<file path="src/trim_cfg_pkg.sv">
// constants for the serially loaded converter trim and capture configuration registers
// Behaviour
// - 32-bit frame: header, address, data, MSB first
// - settings apply only in extended control mode
// - address 2h: offset magnitude bits 15:8, reset 0
// - offset bit 7 selects sign, reset positive
// - address 3h: 9-bit gain in bits 15:7
// - gain resets to binary midscale 100000000
// - gain change applies without recalibration
// - address Dh: 9-bit fine delay, reset 0
// - Eh bit 15 enables phase adjust, reset 0
// - Eh bits 14:11 coarse delay, reset 0
// - Eh bit 10 low-frequency clock, reset 0
// - Fh bits 15:14 depth select, bit15 resets 1
package trim_cfg_pkg;
  // frame layout
  localparam int unsigned FRAME_BITS  = 32;
  localparam int unsigned HDR_BITS    = 12;
  localparam logic [11:0] HDR_PATTERN = 12'h001;
  // register addresses
  localparam logic [3:0] ADDR_OFFSET = 4'h2;
  localparam logic [3:0] ADDR_GAIN   = 4'h3;
  localparam logic [3:0] ADDR_FINE   = 4'hd;
  localparam logic [3:0] ADDR_COARSE = 4'he;
  localparam logic [3:0] ADDR_STORE  = 4'hf;
  // field positions
  localparam int unsigned OFS_MAG_LSB   = 8;
  localparam int unsigned OFS_SIGN_BIT  = 7;
  localparam int unsigned NINE_LSB      = 7;
  localparam int unsigned PHASE_ON_BIT  = 15;
  localparam int unsigned COARSE_LSB    = 11;
  localparam int unsigned SLOW_CLK_BIT  = 10;
  localparam int unsigned DEPTH_LSB     = 14;
  localparam int unsigned HALT_BIT      = 13;
  localparam int unsigned PATTERN_BIT   = 11;
  // reset values
  localparam logic [7:0] OFS_MAG_RST  = 8'h00;
  localparam logic       OFS_SIGN_RST = 1'b0;
  localparam logic [8:0] GAIN_RST     = 9'h100;
  localparam logic [8:0] FINE_RST     = 9'h000;
  localparam logic       PHASE_ON_RST = 1'b0;
  localparam logic [3:0] COARSE_RST   = 4'h0;
  localparam logic       SLOW_CLK_RST = 1'b0;
  localparam logic [1:0] DEPTH_RST    = 2'h2;
  localparam logic       HALT_RST     = 1'b1;
  localparam logic       PATTERN_RST  = 1'b0;
endpackage : trim_cfg_pkg

</file>
<file path="src/trim_cfg_regs.sv">
// serial loader and write-only trim/capture configuration registers
`timescale 1ns/100ps
module trim_cfg_regs (
  // clock and reset
  input  wire logic       clk_i,
  input  wire logic       resetn_i,
  // serial port pins (asynchronous to clk_i)
  input  wire logic       serial_clk_i,
  input  wire logic       serial_in_line_i,
  input  wire logic       serial_select_n_i,
  // mode pin: high selects extended control
  input  wire logic       ext_mode_i,
  // applied settings
  output logic [7:0]      offset_mag_o,
  output logic            offset_neg_o,
  output logic [8:0]      gain_trim_o,
  output logic [8:0]      fine_delay_o,
  output logic            phase_shift_on_o,
  output logic [3:0]      coarse_delay_field_o,
  output logic            slow_sample_clock_bit_o,
  output logic [1:0]      store_depth_select_o,
  output logic            halt_when_full_o,
  output logic            pattern_output_on_o,
  // write strobe: one cycle after any good-header frame, reserved addresses included
  output logic            write_done_o
);

  ////////////////////////////////////////////////////////////////////////////
  // input synchronisers; first stage feeds only the second
  logic [2:0] sync1_q;                  // first stage
  logic [2:0] sync2_q;                  // second stage
  logic       sclk_prev_q;              // for edge detect
  logic       mode_q;                   // synchronised mode level
  logic       ext_mode_meta_q;          // mode pin first stage
  logic       ext_mode_sync_q;          // mode pin second stage

  always_ff @(posedge clk_i or negedge resetn_i)
  begin
    if (!resetn_i)
    begin
      sync1_q     <= 3'h1;
      sync2_q     <= 3'h1;
      sclk_prev_q <= 1'b0;
    end
    else
    begin
      sync1_q     <= {serial_clk_i, serial_in_line_i, serial_select_n_i};
      sync2_q     <= sync1_q;
      sclk_prev_q <= sync2_q[2];
    end
  end

  always_ff @(posedge clk_i or negedge resetn_i)
  begin
    if (!resetn_i)
      mode_q <= 1'b0;
    else
      mode_q <= ext_mode_sync_q;
  end

  // mode pin synchroniser; mode_q above is a third stage that feeds the outputs
  always_ff @(posedge clk_i or negedge resetn_i)
  begin
    if (!resetn_i)
    begin
      ext_mode_meta_q <= 1'b0;
      ext_mode_sync_q <= 1'b0;
    end
    else
    begin
      ext_mode_meta_q <= ext_mode_i;
      ext_mode_sync_q <= ext_mode_meta_q;
    end
  end

  logic sclk_rise;                      // rising edge of serial clock, sampled
  logic sel_n;                          // synchronised select, active low
  assign sclk_rise = sync2_q[2] & ~sclk_prev_q;
  assign sel_n     = sync2_q[0];

  ////////////////////////////////////////////////////////////////////////////
  // frame shifter: back-to-back frames allowed without releasing select
  logic [30:0] shift_q;                 // first 31 bits of the frame
  logic [4:0]  bit_cnt_q;               // bits taken in the current frame
  logic [31:0] frame;                   // complete frame on the last bit
  logic        frame_end;               // 32nd bit taken this cycle

  assign frame     = {shift_q, sync2_q[1]};
  assign frame_end = sclk_rise & ~sel_n & (bit_cnt_q == 5'h1f);

  always_ff @(posedge clk_i or negedge resetn_i)
  begin
    if (!resetn_i)
    begin
      shift_q   <= '0;
      bit_cnt_q <= 5'h00;
    end
    else if (sel_n)
      bit_cnt_q <= 5'h00;               // select high aborts a partial frame
    else if (sclk_rise)
    begin
      shift_q   <= {shift_q[29:0], sync2_q[1]};
      bit_cnt_q <= bit_cnt_q + 5'h01;   // wraps to 0: next frame starts at bit 33
    end
  end

  logic        hdr_ok;                  // header is eleven zeros then a one
  logic [3:0]  waddr;                   // register address
  logic [15:0] wdata;                   // register value
  logic        wr_en;                   // accepted write
  assign hdr_ok = frame[31:20] == trim_cfg_pkg::HDR_PATTERN;
  assign waddr  = frame[19:16];
  assign wdata  = frame[15:0];
  // a malformed header is dropped silently; there is no readback to report it
  assign wr_en  = frame_end & hdr_ok;

  ////////////////////////////////////////////////////////////////////////////
  // stored registers; low filler bits are ignored whatever the host sends
  logic [7:0] ofs_mag_q;
  logic       ofs_sign_q;
  logic [8:0] gain_q;
  logic [8:0] fine_q;
  logic       phase_on_q;
  logic [3:0] coarse_q;
  logic       slow_clk_q;
  logic [1:0] depth_q;
  logic       halt_q;
  logic       pattern_q;
  logic       write_done_q;

  always_ff @(posedge clk_i or negedge resetn_i)
  begin
    if (!resetn_i)
    begin
      ofs_mag_q  <= trim_cfg_pkg::OFS_MAG_RST;
      ofs_sign_q <= trim_cfg_pkg::OFS_SIGN_RST;
      gain_q     <= trim_cfg_pkg::GAIN_RST;
      fine_q     <= trim_cfg_pkg::FINE_RST;
      phase_on_q <= trim_cfg_pkg::PHASE_ON_RST;
      coarse_q   <= trim_cfg_pkg::COARSE_RST;
      slow_clk_q <= trim_cfg_pkg::SLOW_CLK_RST;
      depth_q    <= trim_cfg_pkg::DEPTH_RST;
      halt_q     <= trim_cfg_pkg::HALT_RST;
      pattern_q  <= trim_cfg_pkg::PATTERN_RST;
    end
    else if (wr_en)
    begin
      case (waddr)
        trim_cfg_pkg::ADDR_OFFSET:
        begin
          ofs_mag_q  <= wdata[trim_cfg_pkg::OFS_MAG_LSB +: 8];
          ofs_sign_q <= wdata[trim_cfg_pkg::OFS_SIGN_BIT];
        end
        trim_cfg_pkg::ADDR_GAIN:
          gain_q <= wdata[trim_cfg_pkg::NINE_LSB +: 9];
        trim_cfg_pkg::ADDR_FINE:
          fine_q <= wdata[trim_cfg_pkg::NINE_LSB +: 9];
        trim_cfg_pkg::ADDR_COARSE:
        begin
          phase_on_q <= wdata[trim_cfg_pkg::PHASE_ON_BIT];
          coarse_q   <= wdata[trim_cfg_pkg::COARSE_LSB +: 4];
          slow_clk_q <= wdata[trim_cfg_pkg::SLOW_CLK_BIT];
        end
        trim_cfg_pkg::ADDR_STORE:
        begin
          depth_q   <= wdata[trim_cfg_pkg::DEPTH_LSB +: 2];
          halt_q    <= wdata[trim_cfg_pkg::HALT_BIT];
          pattern_q <= wdata[trim_cfg_pkg::PATTERN_BIT];
        end
        default:
          ;                              // configuration and reserved: not held here
      endcase
    end
  end

  ////////////////////////////////////////////////////////////////////////////
  // applied outputs: defaults in normal mode, stored values in extended mode
  always_ff @(posedge clk_i or negedge resetn_i)
  begin
    if (!resetn_i)
    begin
      offset_mag_o            <= trim_cfg_pkg::OFS_MAG_RST;
      offset_neg_o            <= trim_cfg_pkg::OFS_SIGN_RST;
      gain_trim_o             <= trim_cfg_pkg::GAIN_RST;
      fine_delay_o            <= trim_cfg_pkg::FINE_RST;
      phase_shift_on_o        <= trim_cfg_pkg::PHASE_ON_RST;
      coarse_delay_field_o    <= trim_cfg_pkg::COARSE_RST;
      slow_sample_clock_bit_o <= trim_cfg_pkg::SLOW_CLK_RST;
      store_depth_select_o    <= trim_cfg_pkg::DEPTH_RST;
      halt_when_full_o        <= trim_cfg_pkg::HALT_RST;
      pattern_output_on_o     <= trim_cfg_pkg::PATTERN_RST;
    end
    else if (mode_q)
    begin
      // gain is forwarded straight away, no calibration request is raised
      offset_mag_o            <= ofs_mag_q;
      offset_neg_o            <= ofs_sign_q;
      gain_trim_o             <= gain_q;
      fine_delay_o            <= fine_q;
      phase_shift_on_o        <= phase_on_q;
      coarse_delay_field_o    <= coarse_q;
      slow_sample_clock_bit_o <= slow_clk_q;
      store_depth_select_o    <= depth_q;
      halt_when_full_o        <= halt_q;
      pattern_output_on_o     <= pattern_q;
    end
    else
    begin
      // normal mode: contents kept but ignored
      offset_mag_o            <= trim_cfg_pkg::OFS_MAG_RST;
      offset_neg_o            <= trim_cfg_pkg::OFS_SIGN_RST;
      gain_trim_o             <= trim_cfg_pkg::GAIN_RST;
      fine_delay_o            <= trim_cfg_pkg::FINE_RST;
      phase_shift_on_o        <= trim_cfg_pkg::PHASE_ON_RST;
      coarse_delay_field_o    <= trim_cfg_pkg::COARSE_RST;
      slow_sample_clock_bit_o <= trim_cfg_pkg::SLOW_CLK_RST;
      store_depth_select_o    <= trim_cfg_pkg::DEPTH_RST;
      halt_when_full_o        <= trim_cfg_pkg::HALT_RST;
      pattern_output_on_o     <= trim_cfg_pkg::PATTERN_RST;
    end
  end

  always_ff @(posedge clk_i or negedge resetn_i)
  begin
    if (!resetn_i)
      write_done_q <= 1'b0;
    else
      write_done_q <= wr_en;
  end
  assign write_done_o = write_done_q;
endmodule : trim_cfg_regs

</file>
<file path="config.mk">
export PLATFORM = sky130hd
export DESIGN_NAME = trim_cfg_regs
export DESIGN_NICKNAME = d
export VERILOG_FILES = /design/src/trim_cfg_pkg.sv /design/src/trim_cfg_regs.sv
export SDC_FILE = /design/constraint.sdc
export NUM_CORES = 1
export LEC_CHECK = 0
export BUFFER_PORTS_ARGS = -buffer_cell sky130_fd_sc_hd__buf_2
export CAP_MARGIN = 20
export CORE_MARGIN = 10
export CORE_UTILIZATION = 31
export CTS_CLUSTER_DIAMETER = 80
export DETAILED_ROUTE_END_ITERATION = 8
export PLACE_DENSITY = 0.6
export SYNTH_ARGS = -nofsm -noshare
export SYNTH_HDL_FRONTEND = slang
export SYNTH_SLANG_ARGS = --single-unit
</file>
<file path="constraint.sdc">
create_clock -name clk_i -period 2.1 [get_ports clk_i]
set_input_delay 0.105 -clock clk_i [delete_from_list [all_inputs] [get_ports clk_i]]
set_output_delay 0.105 -clock clk_i [all_outputs]
set_load 0.02 [all_outputs]
</file>
Word level (Yosys, flattened, before mapping)
Cells that the tools add are included.
{"block": "totals", "inputBits": 6, "ramBits": 0, "rom_bits": 0, "memories": 0, "latch_bits": 0, "ff_bits": 121}
{"block": "op_classes", "order_cmp": 0, "n_reduce_logical": 7, "n_eq_ne": 7, "div": 0, "mux": 12, "shift": 0, "n_addsub": 1, "mul": 0, "n_bitwise": 6}
{"cell": "$mux W9", "count": 2}
{"cell": "$eq A12 B1 Y1 const B", "count": 1}
{"cell": "$eq A4 B4 Y1 const B", "count": 3}
{"cell": "$reduce_and A2 Y1", "count": 6}
{"cell": "$mux W5", "count": 2}
{"cell": "$eq A4 B2 Y1 const B", "count": 2}
{"cell": "$mux W8", "count": 1}
{"cell": "$add A5 B1 Y5 const B", "count": 1}
{"cell": "$eq A5 B5 Y1 const B", "count": 1}
{"cell": "$mux W1", "count": 5}
{"cell": "$and A1 B1 Y1", "count": 4}
{"cell": "$mux W4", "count": 1}
{"cell": "$mux W2", "count": 1}
{"cell": "$not A1 Y1", "count": 2}
{"cell": "$reduce_bool A2 Y1", "count": 1}

Logic depth before layout (Yosys ltp)
Gate-level depths: netlist (run 1).
{"block": "depth", "ltp_word": 6, "depth_mapped": 8}

Least setup slack after synthesis (run 1)
OpenSTA, ideal clock, no wires.
{"block": "synth_path", "kind": "reg-to-reg", "start": "reg bit_cnt_q[0]", "end": "reg fine_q[0]", "slack_ps": -221, "path_stages_with_launch": 9, "path_buffers": 1, "t_arrival_ps": 2196, "period_less_slack_ps": 2321, "path_cell_list": "dfrtp_1 -> ha_1 -> and3_1 -> ha_1 -> nor4bb_1 -> nand2_1 -> or4_1 -> buf_4 -> mux2_4"}
{"block": "synth_via", "elab_chain_len": 4}
{"item": "start, declared", "line_no": "trim_cfg_regs.sv:84", "text": "logic [4:0] bit_cnt_q;"}
{"item": "start signal, assigned", "line_no": "trim_cfg_regs.sv:103", "text": "bit_cnt_q <= bit_cnt_q + 5'h01;"}
{"item": "$eq A5 B5 Y1", "line_no": "trim_cfg_regs.sv:89", "text": "assign frame_end = sclk_rise & ~sel_n & (bit_cnt_q == 5'h1f);"}
{"item": "$and A1 B1 Y1", "line_no": "trim_cfg_regs.sv:89"}
{"item": "$and A1 B1 Y1", "line_no": "trim_cfg_regs.sv:115", "text": "assign wr_en = frame_end & hdr_ok;"}
{"item": "$reduce_and A2 Y1 (no line)"}
{"item": "end signal, assigned", "line_no": "trim_cfg_regs.sv:138", "text": "fine_q <= trim_cfg_pkg::FINE_RST;"}
{"item": "end signal, assigned", "line_no": "trim_cfg_regs.sv:157", "text": "fine_q <= wdata[trim_cfg_pkg::NINE_LSB +: 9];"}
{"item": "end, declared", "line_no": "trim_cfg_regs.sv:122", "text": "logic [8:0] fine_q;"}
Every way passes these cells.
A chain may end at the register's enable or synchronous reset.

Worst setup path after layout (run 1)
{"block": "layout_path", "start": "reg bit_cnt_q[0]", "end": "reg fine_q[4]"}
Same word-level chain as after synthesis.

==> key figures, run 1 <==
Worst setup path
  • Worst Setup EP: fine_q[4]
  • Crit path required time: 2.40 ns
  • Crit path max fanout: 5
  • Worst R2R Path Depth: 8
  • Slowest stage delay, CP: 0.52 ns
  • Startpoint Class: register
  • FF-to-FF Start: bit_cnt_q[0]
  • R2r endpoint: fine_q[4]
  • Cell Chain, Critical Path: ha_2 > and3_4 > ha_4 > nor4bb_4 > nand2_2 > or4_4 > buf_6 > mux2_4
  • Worst Setup SP: bit_cnt_q[0]
  • Reg2Reg Setup Slack: -0.12 ns
  • Critical path type: reg -> reg
  • Worst setup EP type: register
  • Slowest cell on crit path: or4_4
  • CP arrival: 2.52 ns

Timing
  • Slew HR: 56.4%
  • Tmin final: 2.22 ns
  • Final worst slack: -0.124 ns
  • Hold slack final: 0.256 ns
  • Period utilisation layout: 106%
  • Slew @ Worst Pin: 0.654 ns
  • Hold Violations, Final: 0
  • Final setup vio count: 26
  • Final Max Tran Viols: 0
  • FMAX: 450 MHz
  • RSZ-0062 raised after global routing: yes
  • Clk_skew: 0.00666 ns
  • Setup TNS: -2.15 ns

Run status
  • Failing checks: negative setup slack
  • Status: complete, but fails checks

Final layout
  • Nets@finish: 354
  • Layout cell share with drive strength beyond 1: 49.4%
  • Total of fill cells in the finished design: 1262
  • Synthesis-to-finish area growth: 30.5%
  • Commonest non-fill, non-tap cell in the layout: dfrtp_1
  • Fin area: 5710 µm²
  • Inserted Diodes: 0
  • Most frequent cells in the layout: 113 x dfrtp_1, 42 x mux2_2, 42 x buf_2

GRT
  • GRT Residual Overflow: 0
  • GRT Overall Usage: 8.33%
  • First-pass GRT wire length: 12.8 mm
  • Number of antenna violations at the first check in global routing: 0
  • Largest net degree at the start of global routing: 49
  • Number of global-route vias before repair: 2469

Power and ir drop
  • Final Power: 0.00546 W
  • Worst vdd ir: 449 µV
  • Power Density: 955 nW/µm²
  • Leak pwr: 2.88 nW

Floorplanning
  • IO Pins: 44
  • Chip width: 139 µm
  • Die ar.: 19300 µm²
  • Placeable Area: 13800 µm²
  • Initial Util: 31.6%
  • FP Rows: 43
  • Height of the die: 139 µm

Yosys
  • Leading area contributor after synthesis: dfrtp_1
  • Post-Synthesis Cell Area: 4370 µm²
  • Largest family of logic cells by synthesized area: multiplexers
  • Simple-gate share of the synthesized area: 9.87%
  • Cells after Synth: 268
  • Syn Nets: 276
  • Seq/Total Area, Yosys: 69.5%
  • Compound-cell area share of the yosys netlist: 0%
  • Yosys warns: 0
  • Synth area leaders: dfrtp_1 65%, mux2_2 15%, and2_1 4.9%
  • Avg Synthesized Cell Area: 16.3 µm²
  • Adder-cell share of the synthesized area: 0.572%
  • Top-area cell type share of the netlist area: 64.6%
  • Post-synth cell types: 27
  • Post-synthesis mux area share: 18.7%
  • Number of synthesized register bits: 121
  • Synth Area in XOR/XNOR: 0.601%

Routing
  • Initial DRC Count: 97
  • Total wire length: 7.56 mm
  • DRC Markers: 0
  • Wirelength per Cell: 14.1 µm
  • DR vias: 2313
  • DR pass1 iterations: 4
  • Post-route ant nets: 0
  • Vias per inst: 4.30

CTS
  • Clock Path Buffers: 2
  • Clock Sink Count: 121
  • Clock slew at reported path FFs: 0.05 ns
  • Htree depth: 4
  • Clk root buf: clkbuf_16
  • Skew-Pair Late Insertion Delay: 0.41 ns
  • Cts bufs inserted: 17
  • CTS tree: done

Placement
  • Port bufs: 43
  • Dpl hpwl: 4.98 mm
  • Final GP Congestion: 0.727
  • Setup WS pre-CTS: -0.0826 ns
  • Placed Instance Area: 4970 µm²

Job
  • Max-Cap Viols: 0

Min path
  • Hold crit path type: in -> async
-- cell type report --
cell class | count | area, µm² | area share, %
Clock buffer | 23 | 478 | 8.37
Clock inverter | 8 | 95.1 | 1.67
Multi-Input combinational cell | 139 | 1410 | 24.6
Sequential cell | 121 | 3040 | 53.2
Tap cell | 180 | 225 | 3.94
Timing Repair Buffer | 67 | 467 | 8.17
-- stage by stage --
step | util [%] | cells
after detailed placement | 36.0 | 500
after global routing | 41.3 | 538
after global placement | 36.0 | 500
after floorplan | - | 268
final | 41.3 | 538
after CTS | 40.5 | 536
-- logic make-up (layout without fill, tap and decap cells) --
kind of cell | after synthesis | after routing
flip-flops | 121 | 121
multiplexers | 70 | 70
AND/OR/NAND/NOR | 64 | 64
buffers and inverters | 8 | 98
XOR/XNOR | 3 | 3
adder cells (fa/ha/maj) | 2 | 2
-- timing repair --
item | 4_1_cts | 5_1_grt
endpoints found under the hold margin | 42 | 0
gates resized for setup | 2 | 23
pin swaps | 0 | 3
setup buffers | 0 | 2
hold buffers | 5 | 0
endpoints found under the setup margin | 35 | 37
-- worst max-delay path, delay by kind of cell (launching register included) --
kind	cells	cell delay [ns]
simple gates	4	1.00
flops	1	0.35
mux	1	0.29
fa+ha+maj	2	0.30
buf+inv	1	0.16
-- where the power goes --
group          switching, W  internal, W  total [W]
registers         0.0000660      0.00243    0.00249
logic             0.0000926    0.0000961   0.000189
clock network      0.000953      0.00182    0.00277
total               0.00111      0.00434    0.00546
-- routing by layer --
layer / vias up / track usage (%) / part of all wire [%]
li1: 1071 / - / -
met1: 1176 / 9.70 / 46
met2: 49 / 12.4 / 47
met3: 17 / 4.08 / 5.0
met4: 0 / 4.45 / 2.0
met5: - / 0 / 0
-- synth_stat cells (all sizes together) --
cell type and number:
nor3b 1, xnor2 1, and3 1, nor2 8
mux2i 2, clkbuf 7, nor3 3, xor2 2
nor2b 1, nand4 2, nor4 2, nand2 4
mux2 68, dfstp 8, nor4b 1, nor4bb 1
ha 2, and2 34, dfrtp 113, or4 1
buf 1, nand2b 3, nand3 2
-- sequential cells by signal, summed over array words and instances (netlist names), 2 cells and up --
signal	flops
gain_trim_o	9
coarse_delay_field_o	4
fine_q	9
fine_delay_o	9
sync1_q	3
coarse_q	4
bit_cnt_q	5
sync2_q	3
ofs_mag_q	8
store_depth_select_o	2
offset_mag_o	8
depth_q	2
gain_q	9
shift_q	31
-- how the worst min path moves through the flow --
| stage | to | slack, ns | cells past startpoint |
|---|---|---|---|
| 6_report | sync1_q[2] | 0.26 | 2 |
| 5_1_grt | sync1_q[2] | 0.32 | 2 |
| 4_1_cts | sync1_q[2] | 0.26 | 2 |
| 3_5_place_dp | sync1_q[2] | 0.18 | 1 |
| 3_3_place_gp | sync1_q[2] | 0.17 | 1 |
| 2_1_floorplan | bit_cnt_q[0] | -0.19 | 0 |
(Power assumes the default switching activity.)
==> run 2: changes to the inputs <==
CTS_BUF_LIST = sky130_fd_sc_hd__clkbuf_4   (was not set)
==> key figures, run 2 (synthesis results as in run 1) <==
CTS
  • Clock Sink Count: 121 (unchanged)
  • Clk root buf: clkbuf_4
  • CTS tree: done
  • Clock slew at reported path FFs: 0.10 ns (+0.05 ns)
  • Cts bufs inserted: 17 (unchanged)
  • Htree depth: 4 (unchanged)
  • Skew-Pair Late Insertion Delay: 0.52 ns (+0.11 ns)
  • Clock Path Buffers: 2 (unchanged)

Power and ir drop
  • Leak pwr: 2.74 nW (-5.0%)
  • Worst vdd ir: 292 µV (-35%)
  • Power Density: 775 nW/µm² (-19%)
  • Final Power: 0.00417 W (-24%)

GRT
  • Number of global-route vias before repair: 2440 (-1.2%)
  • First-pass GRT wire length: 12.4 mm (-3.0%)
  • GRT Overall Usage: 8.05% (-0.29 points)
  • Largest net degree at the start of global routing: 49 (unchanged)
  • GRT Residual Overflow: 0 (unchanged)
  • Number of antenna violations at the first check in global routing: 0 (unchanged)

Timing
  • Hold slack final: 0.137 ns (-0.118 ns)
  • Final Max Tran Viols: 0 (unchanged)
  • Hold Violations, Final: 0 (unchanged)
  • Clk_skew: 0.0171 ns (+0.0104 ns)
  • Slew HR: 56.8% (+0.35 points)
  • Period utilisation layout: 105% (-1.1 points)
  • RSZ-0062 raised after global routing: yes
  • Tmin final: 2.20 ns (-0.0239 ns)
  • FMAX: 454 MHz (+1.1%)
  • Final worst slack: -0.100 ns (+0.0239 ns)
  • Slew @ Worst Pin: 0.649 ns (-0.00522 ns)
  • Final setup vio count: 33 (+27%)

Placement
  • Dpl hpwl: 4.98 mm (unchanged)
  • Final GP Congestion: 0.727 (unchanged)
  • Port bufs: 43 (unchanged)
  • Placed Instance Area: 4970 µm² (unchanged)
  • Placed cells: 500 (unchanged)

Final layout
  • Commonest non-fill, non-tap cell in the layout: dfrtp_1
  • Layout cell share with drive strength beyond 1: 49.2% (-0.28 points)
  • Total of fill cells in the finished design: 1294 (+2.5%)
  • Nets@finish: 354 (unchanged)
  • Inserted Diodes: 0 (unchanged)
  • Largest register FFs: 31 (unchanged)
  • Largest register by flop count: shift_q
  • Final cell count without fillers: 538 (unchanged)
  • Post-layout util: 38.9% (-2.4 points)
  • Most frequent cells in the layout: 113 x dfrtp_1, 42 x mux2_2, 42 x buf_2
  • Synthesis-to-finish area growth: 23.1%
  • Fin area: 5380 µm² (-5.7%)

Worst setup path
  • Crit path required time: 2.51 ns (+0.11 ns)
  • CP arrival: 2.61 ns (+0.09 ns)
  • Startpoint Class: register
  • Worst setup EP type: register
  • Critical path type: reg -> reg
  • Crit path max fanout: 5 (unchanged)

Run status
  • Status: complete, but fails checks
  • Failing checks: negative setup slack

Routing
  • Total wire length: 7.36 mm (-2.7%)
  • Wirelength per Cell: 13.7 µm (-2.7%)
  • Vias per inst: 4.27 (-0.78%)
  • DR vias: 2295 (-0.78%)
  • DR pass1 iterations: 4 (unchanged)
  • Post-route ant nets: 0 (unchanged)
  • DRC Markers: 0 (unchanged)
  • Initial DRC Count: 102 (+5.2%)

Min path
  • Hold crit path type: in -> async

Floorplanning
  • Chip width: 139 µm (unchanged)
  • Placeable Area: 13800 µm² (unchanged)
  • FP Rows: 43 (unchanged)
  • Height of the die: 139 µm (unchanged)
  • Die ar.: 19300 µm² (unchanged)
  • Initial Util: 31.6% (unchanged)
  • IO Pins: 44 (unchanged)

Job
  • Max-Cap Viols: 0 (unchanged)
run 2: changes by cell type in the layout (fill, tap and decap cells not counted), sizes merged:
| cell | previous run | this run |
|---|---|---|
| clkbuf | 23 | 20 |
| clkinv | 4 | 7 |
run 2: what timing repair did:
item | in CTS | in global routing
setup endpoints to repair | 35 | 37
cloned | 0 | 0
resized for setup | 2 | 20
pin swaps | 0 | 1
hold buffers | 5 | 0
setup buffers | 0 | 2
endpoints found under the hold margin | 50 | 0
run 2: metal layers:
| metal | part of all wire (%) | global-route usage (%) | vias to the layer above |
|---|---|---|---|
| met1 | 46 | 9.35 | 1162 |
| met4 | 1.8 | 4.12 | 0 |
| met2 | 48 | 12.0 | 48 |
| met5 | 0 | 0 | - |
| met3 | 4.9 | 3.97 | 14 |
| li1 | - | - | 1071 |
run 2: through the flow:
step / worst slack [ns] / TNS, ns
3_3_place_gp: -0.0400 / -0.799
2_1_floorplan: -0.0605 / -0.967
5_1_grt: -0.256 / -7.50
3_5_place_dp: -0.0826 / -1.98
4_1_cts: -0.103 / -2.53
6_report: -0.100 / -1.99
run 2: final timing paths:
path / slack [ns] / cells past startpoint / end / start
worst max-delay path: -0.10 / 8 / fine_q[4] / bit_cnt_q[0]
worst min-delay path: 0.14 / 2 / sync1_q[2] / resetn_i
worst max register to register: -0.10 / 8 / fine_q[4] / bit_cnt_q[0]
worst min register to register: 0.35 / 0 / mode_q / ext_mode_sync_q
max in group asynchronous: 1.30 / 3 / ofs_sign_q / resetn_i
min in group clk_i: 0.22 / 2 / sync1_q[1] / serial_in_line_i
run 2: final cells by class:
type,count,area (µm²),area share (%)
clock inverters,11,106,1.98
well taps,180,225,4.18
flip-flops and latches,121,3040,56.4
repair buffers,67,459,8.53
clock buffers,20,150,2.79
multi-input cells,139,1400,26.1
run 2: worst max-delay path, cell delays in order (launching register included):
cell	delay [ns]
dfrtp_1	0.37
ha_2	0.19
and3_4	0.19
ha_4	0.11
nor4bb_4	0.18
nand2_2	0.11
or4_1	0.46
buf_4	0.20
mux2_4	0.29
run 2: power by group:
group / total [W] / switching, W / leakage (nW) / internal [W]
Clock: 0.00150 / 0.000780 / 0.141 / 0.000718
Combinational: 0.000188 / 0.0000919 / 0.964 / 0.0000960
Sequential: 0.00249 / 0.0000657 / 1.63 / 0.00242
Total: 0.00417 / 0.000938 / 2.74 / 0.00323
==> run 3: changes to the inputs <==
ABC_CLOCK_PERIOD_IN_PS = 2100   (was not set)
CORE_ASPECT_RATIO = 1.1   (was not set)
==> key figures, run 3 (synthesis results as in run 1) <==
Worst setup path
  • Crit path required time: 2.50 ns (about the same)
  • CP arrival: 2.61 ns (about the same)
  • Crit path max fanout: 7 (+2)
  • Cell Chain, Critical Path: ha_2 > and3_4 > ha_4 > nor4bb_4 > nand2_2 > buf_6 > nor4b_4 > buf_6 > mux2_4
  • Worst Setup SP: bit_cnt_q[1]
  • CP most frequent cell: buf_6
  • Slowest stage delay, CP: 0.37 ns (-0.09 ns)
  • Critical path type: reg -> reg
  • Slowest cell on crit path: dfrtp_1
  • Worst R2R Path Depth: 9 (+1)
  • Startpoint Class: register
  • R2r endpoint: ofs_sign_q
  • Worst setup EP type: register
  • FF-to-FF Start: bit_cnt_q[1]
  • Reg2Reg Setup Slack: -0.11 ns (about the same)

Power and ir drop
  • Worst vdd ir: 304 µV (+4.1%)
  • Leak pwr: 2.75 nW (+0.35%)
  • Power Density: 804 nW/µm² (+3.7%)

Final layout
  • Nets@finish: 353 (-0.28%)
  • Final cell count without fillers: 546 (+1.5%)
  • Largest register by flop count: shift_q
  • Synthesis-to-finish area growth: 24.7%
  • Fin area: 5460 µm² (+1.3%)
  • Post-layout util: 39.5% (+0.62 points)
  • Largest register FFs: 31 (unchanged)
  • Inserted Diodes: 0 (unchanged)
  • Layout cell share with drive strength beyond 1: 50.3% (+1.1 points)
  • Most frequent cells in the layout: 113 x dfrtp_1, 42 x buf_2, 35 x mux2_2
  • Commonest non-fill, non-tap cell in the layout: dfrtp_1

Job
  • Max-Cap Viols: 0 (unchanged)

Floorplanning
  • IO Pins: 44 (unchanged)
  • Chip width: 133 µm (-4.0%)
  • Die ar.: 19300 µm² (about the same)
  • Initial Util: 31.7% (+0.075 points)
  • Placeable Area: 13800 µm² (-0.24%)
  • Height of the die: 145 µm (+4.2%)
  • FP Rows: 45 (+4.7%)

Timing
  • Hold Violations, Final: 0 (unchanged)
  • Clk_skew: 0.0210 ns (+0.00394 ns)
  • Final Max Tran Viols: 0 (unchanged)
  • RSZ-0062 raised after global routing: yes
  • Period utilisation layout: 105% (+0.34 points)
  • Final setup vio count: 20 (-39%)
  • FMAX: 453 MHz (-0.32%)
  • Final worst slack: -0.107 ns (-0.00708 ns)
  • Slew HR: 60.1% (+3.4 points)
  • Slew @ Worst Pin: 0.598 ns (-0.0503 ns)
  • Tmin final: 2.21 ns (+0.00708 ns)

CTS
  • Clock Sink Count: 121 (unchanged)
  • Cts bufs inserted: 17 (unchanged)
  • Clock slew at reported path FFs: 0.11 ns (about the same)
  • Htree depth: 4 (unchanged)
  • CTS tree: done
  • Clock Path Buffers: 2 (unchanged)
  • Clk root buf: clkbuf_4
  • Skew-Pair Late Insertion Delay: 0.51 ns (about the same)

Routing
  • DR vias: 2267 (-1.2%)
  • Wirelength per Cell: 13.2 µm (-3.6%)
  • Initial DRC Count: 142 (+39%)
  • Vias per inst: 4.15 (-2.7%)
  • Total wire length: 7.20 mm (-2.1%)
  • Post-route ant nets: 0 (unchanged)
  • DR pass1 iterations: 6 (+2)
  • DRC Markers: 0 (unchanged)

Run status
  • Failing checks: negative setup slack
  • Status: complete, but fails checks

Placement
  • Final GP Congestion: 0.734 (+0.95%)
  • Port bufs: 43 (unchanged)
  • Setup WS pre-CTS: -0.0839 ns (-0.00136 ns)
  • Placed cells: 508 (+1.6%)
  • Placed Instance Area: 4960 µm² (-0.30%)
  • Dpl hpwl: 4.82 mm (-3.2%)

GRT
  • GRT Overall Usage: 8.23% (+0.18 points)
  • Largest net degree at the start of global routing: 46 (-6.1%)
  • Number of global-route vias before repair: 2426 (-0.57%)
  • GRT Residual Overflow: 0 (unchanged)
  • First-pass GRT wire length: 12.4 mm (+0.39%)
  • Number of antenna violations at the first check in global routing: 0 (unchanged)

Min path
  • Hold crit path type: in -> async
run 3: changes by cell type in the layout (fill, tap and decap cells not counted), moves of 2 or more:
cell        change
mux2_4          +7
clkinvlp_4      +2
buf_4           -2
buf_6           +2
clkinv_1        -2
mux2_2          -7
inv_6           +3
buf_12          -2
clkbuf_4        -3
run 3: worst max-delay path: cells and delay by family (launching register included):
family                   cells  cell delay [ns]
adder cells (fa/ha/maj)      2             0.30
buffers and inverters        2             0.35
flip-flops                   1             0.37
multiplexers                 1             0.30
AND/OR/NAND/NOR              4             0.77
run 3: per-stage QoR:
stage          power (W)  TNS (ns)  hold WS [ns]
5_1_grt          0.00460     -5.49         0.131
3_3_place_gp     0.00270    -0.506         0.141
6_report         0.00439     -1.48         0.132
2_1_floorplan    0.00261    -0.967        -0.191
3_5_place_dp     0.00272     -1.86         0.155
4_1_cts          0.00446     -1.43        0.0947
run 3: repair_timing:
action / 4_1_cts / 5_1_grt
hold endpoints to repair: 46 / 0
pin swaps: 3 / 2
endpoints found under the setup margin: 37 / 37
resized for setup: 10 / 25
hold buffers: 5 / 0
setup buffers: 1 / 0
run 3: area by class of cell:
type	instances	area, µm²
clock buffer	17	128
fill	1258	8340
timing repair buffer	66	442
sequential	121	3040
clock inverter	15	174
multi-input combinational	139	1440
tap	188	235
run 3: layer usage:
metal | part of all wire [%] | vias to the layer above | GRT usage, %
li1 | - | 1078 | -
met1 | 46 | 1131 | 9.64
met2 | 46 | 49 | 12.5
met3 | 5.4 | 9 | 3.33
met4 | 1.8 | 0 | 4.81
met5 | 0 | - | 0
run 3: how the worst max path moves through the flow:
stage / end / slack (ns) / cells past startpoint
final: ofs_sign_q / -0.11 / 9
after global routing: ofs_sign_q / -0.21 / 9
after CTS: ofs_sign_q / -0.08 / 9
after detailed placement: ofs_sign_q / -0.08 / 9
after global placement: slow_clk_q / -0.03 / 9
after floorplan: fine_q[0] / -0.06 / 8
run 3: power by group:
part | internal [W] | switching [W]
Combinational | 0.0000952 | 0.0000903
Sequential | 0.00242 | 0.0000672
Clock | 0.000826 | 0.000887
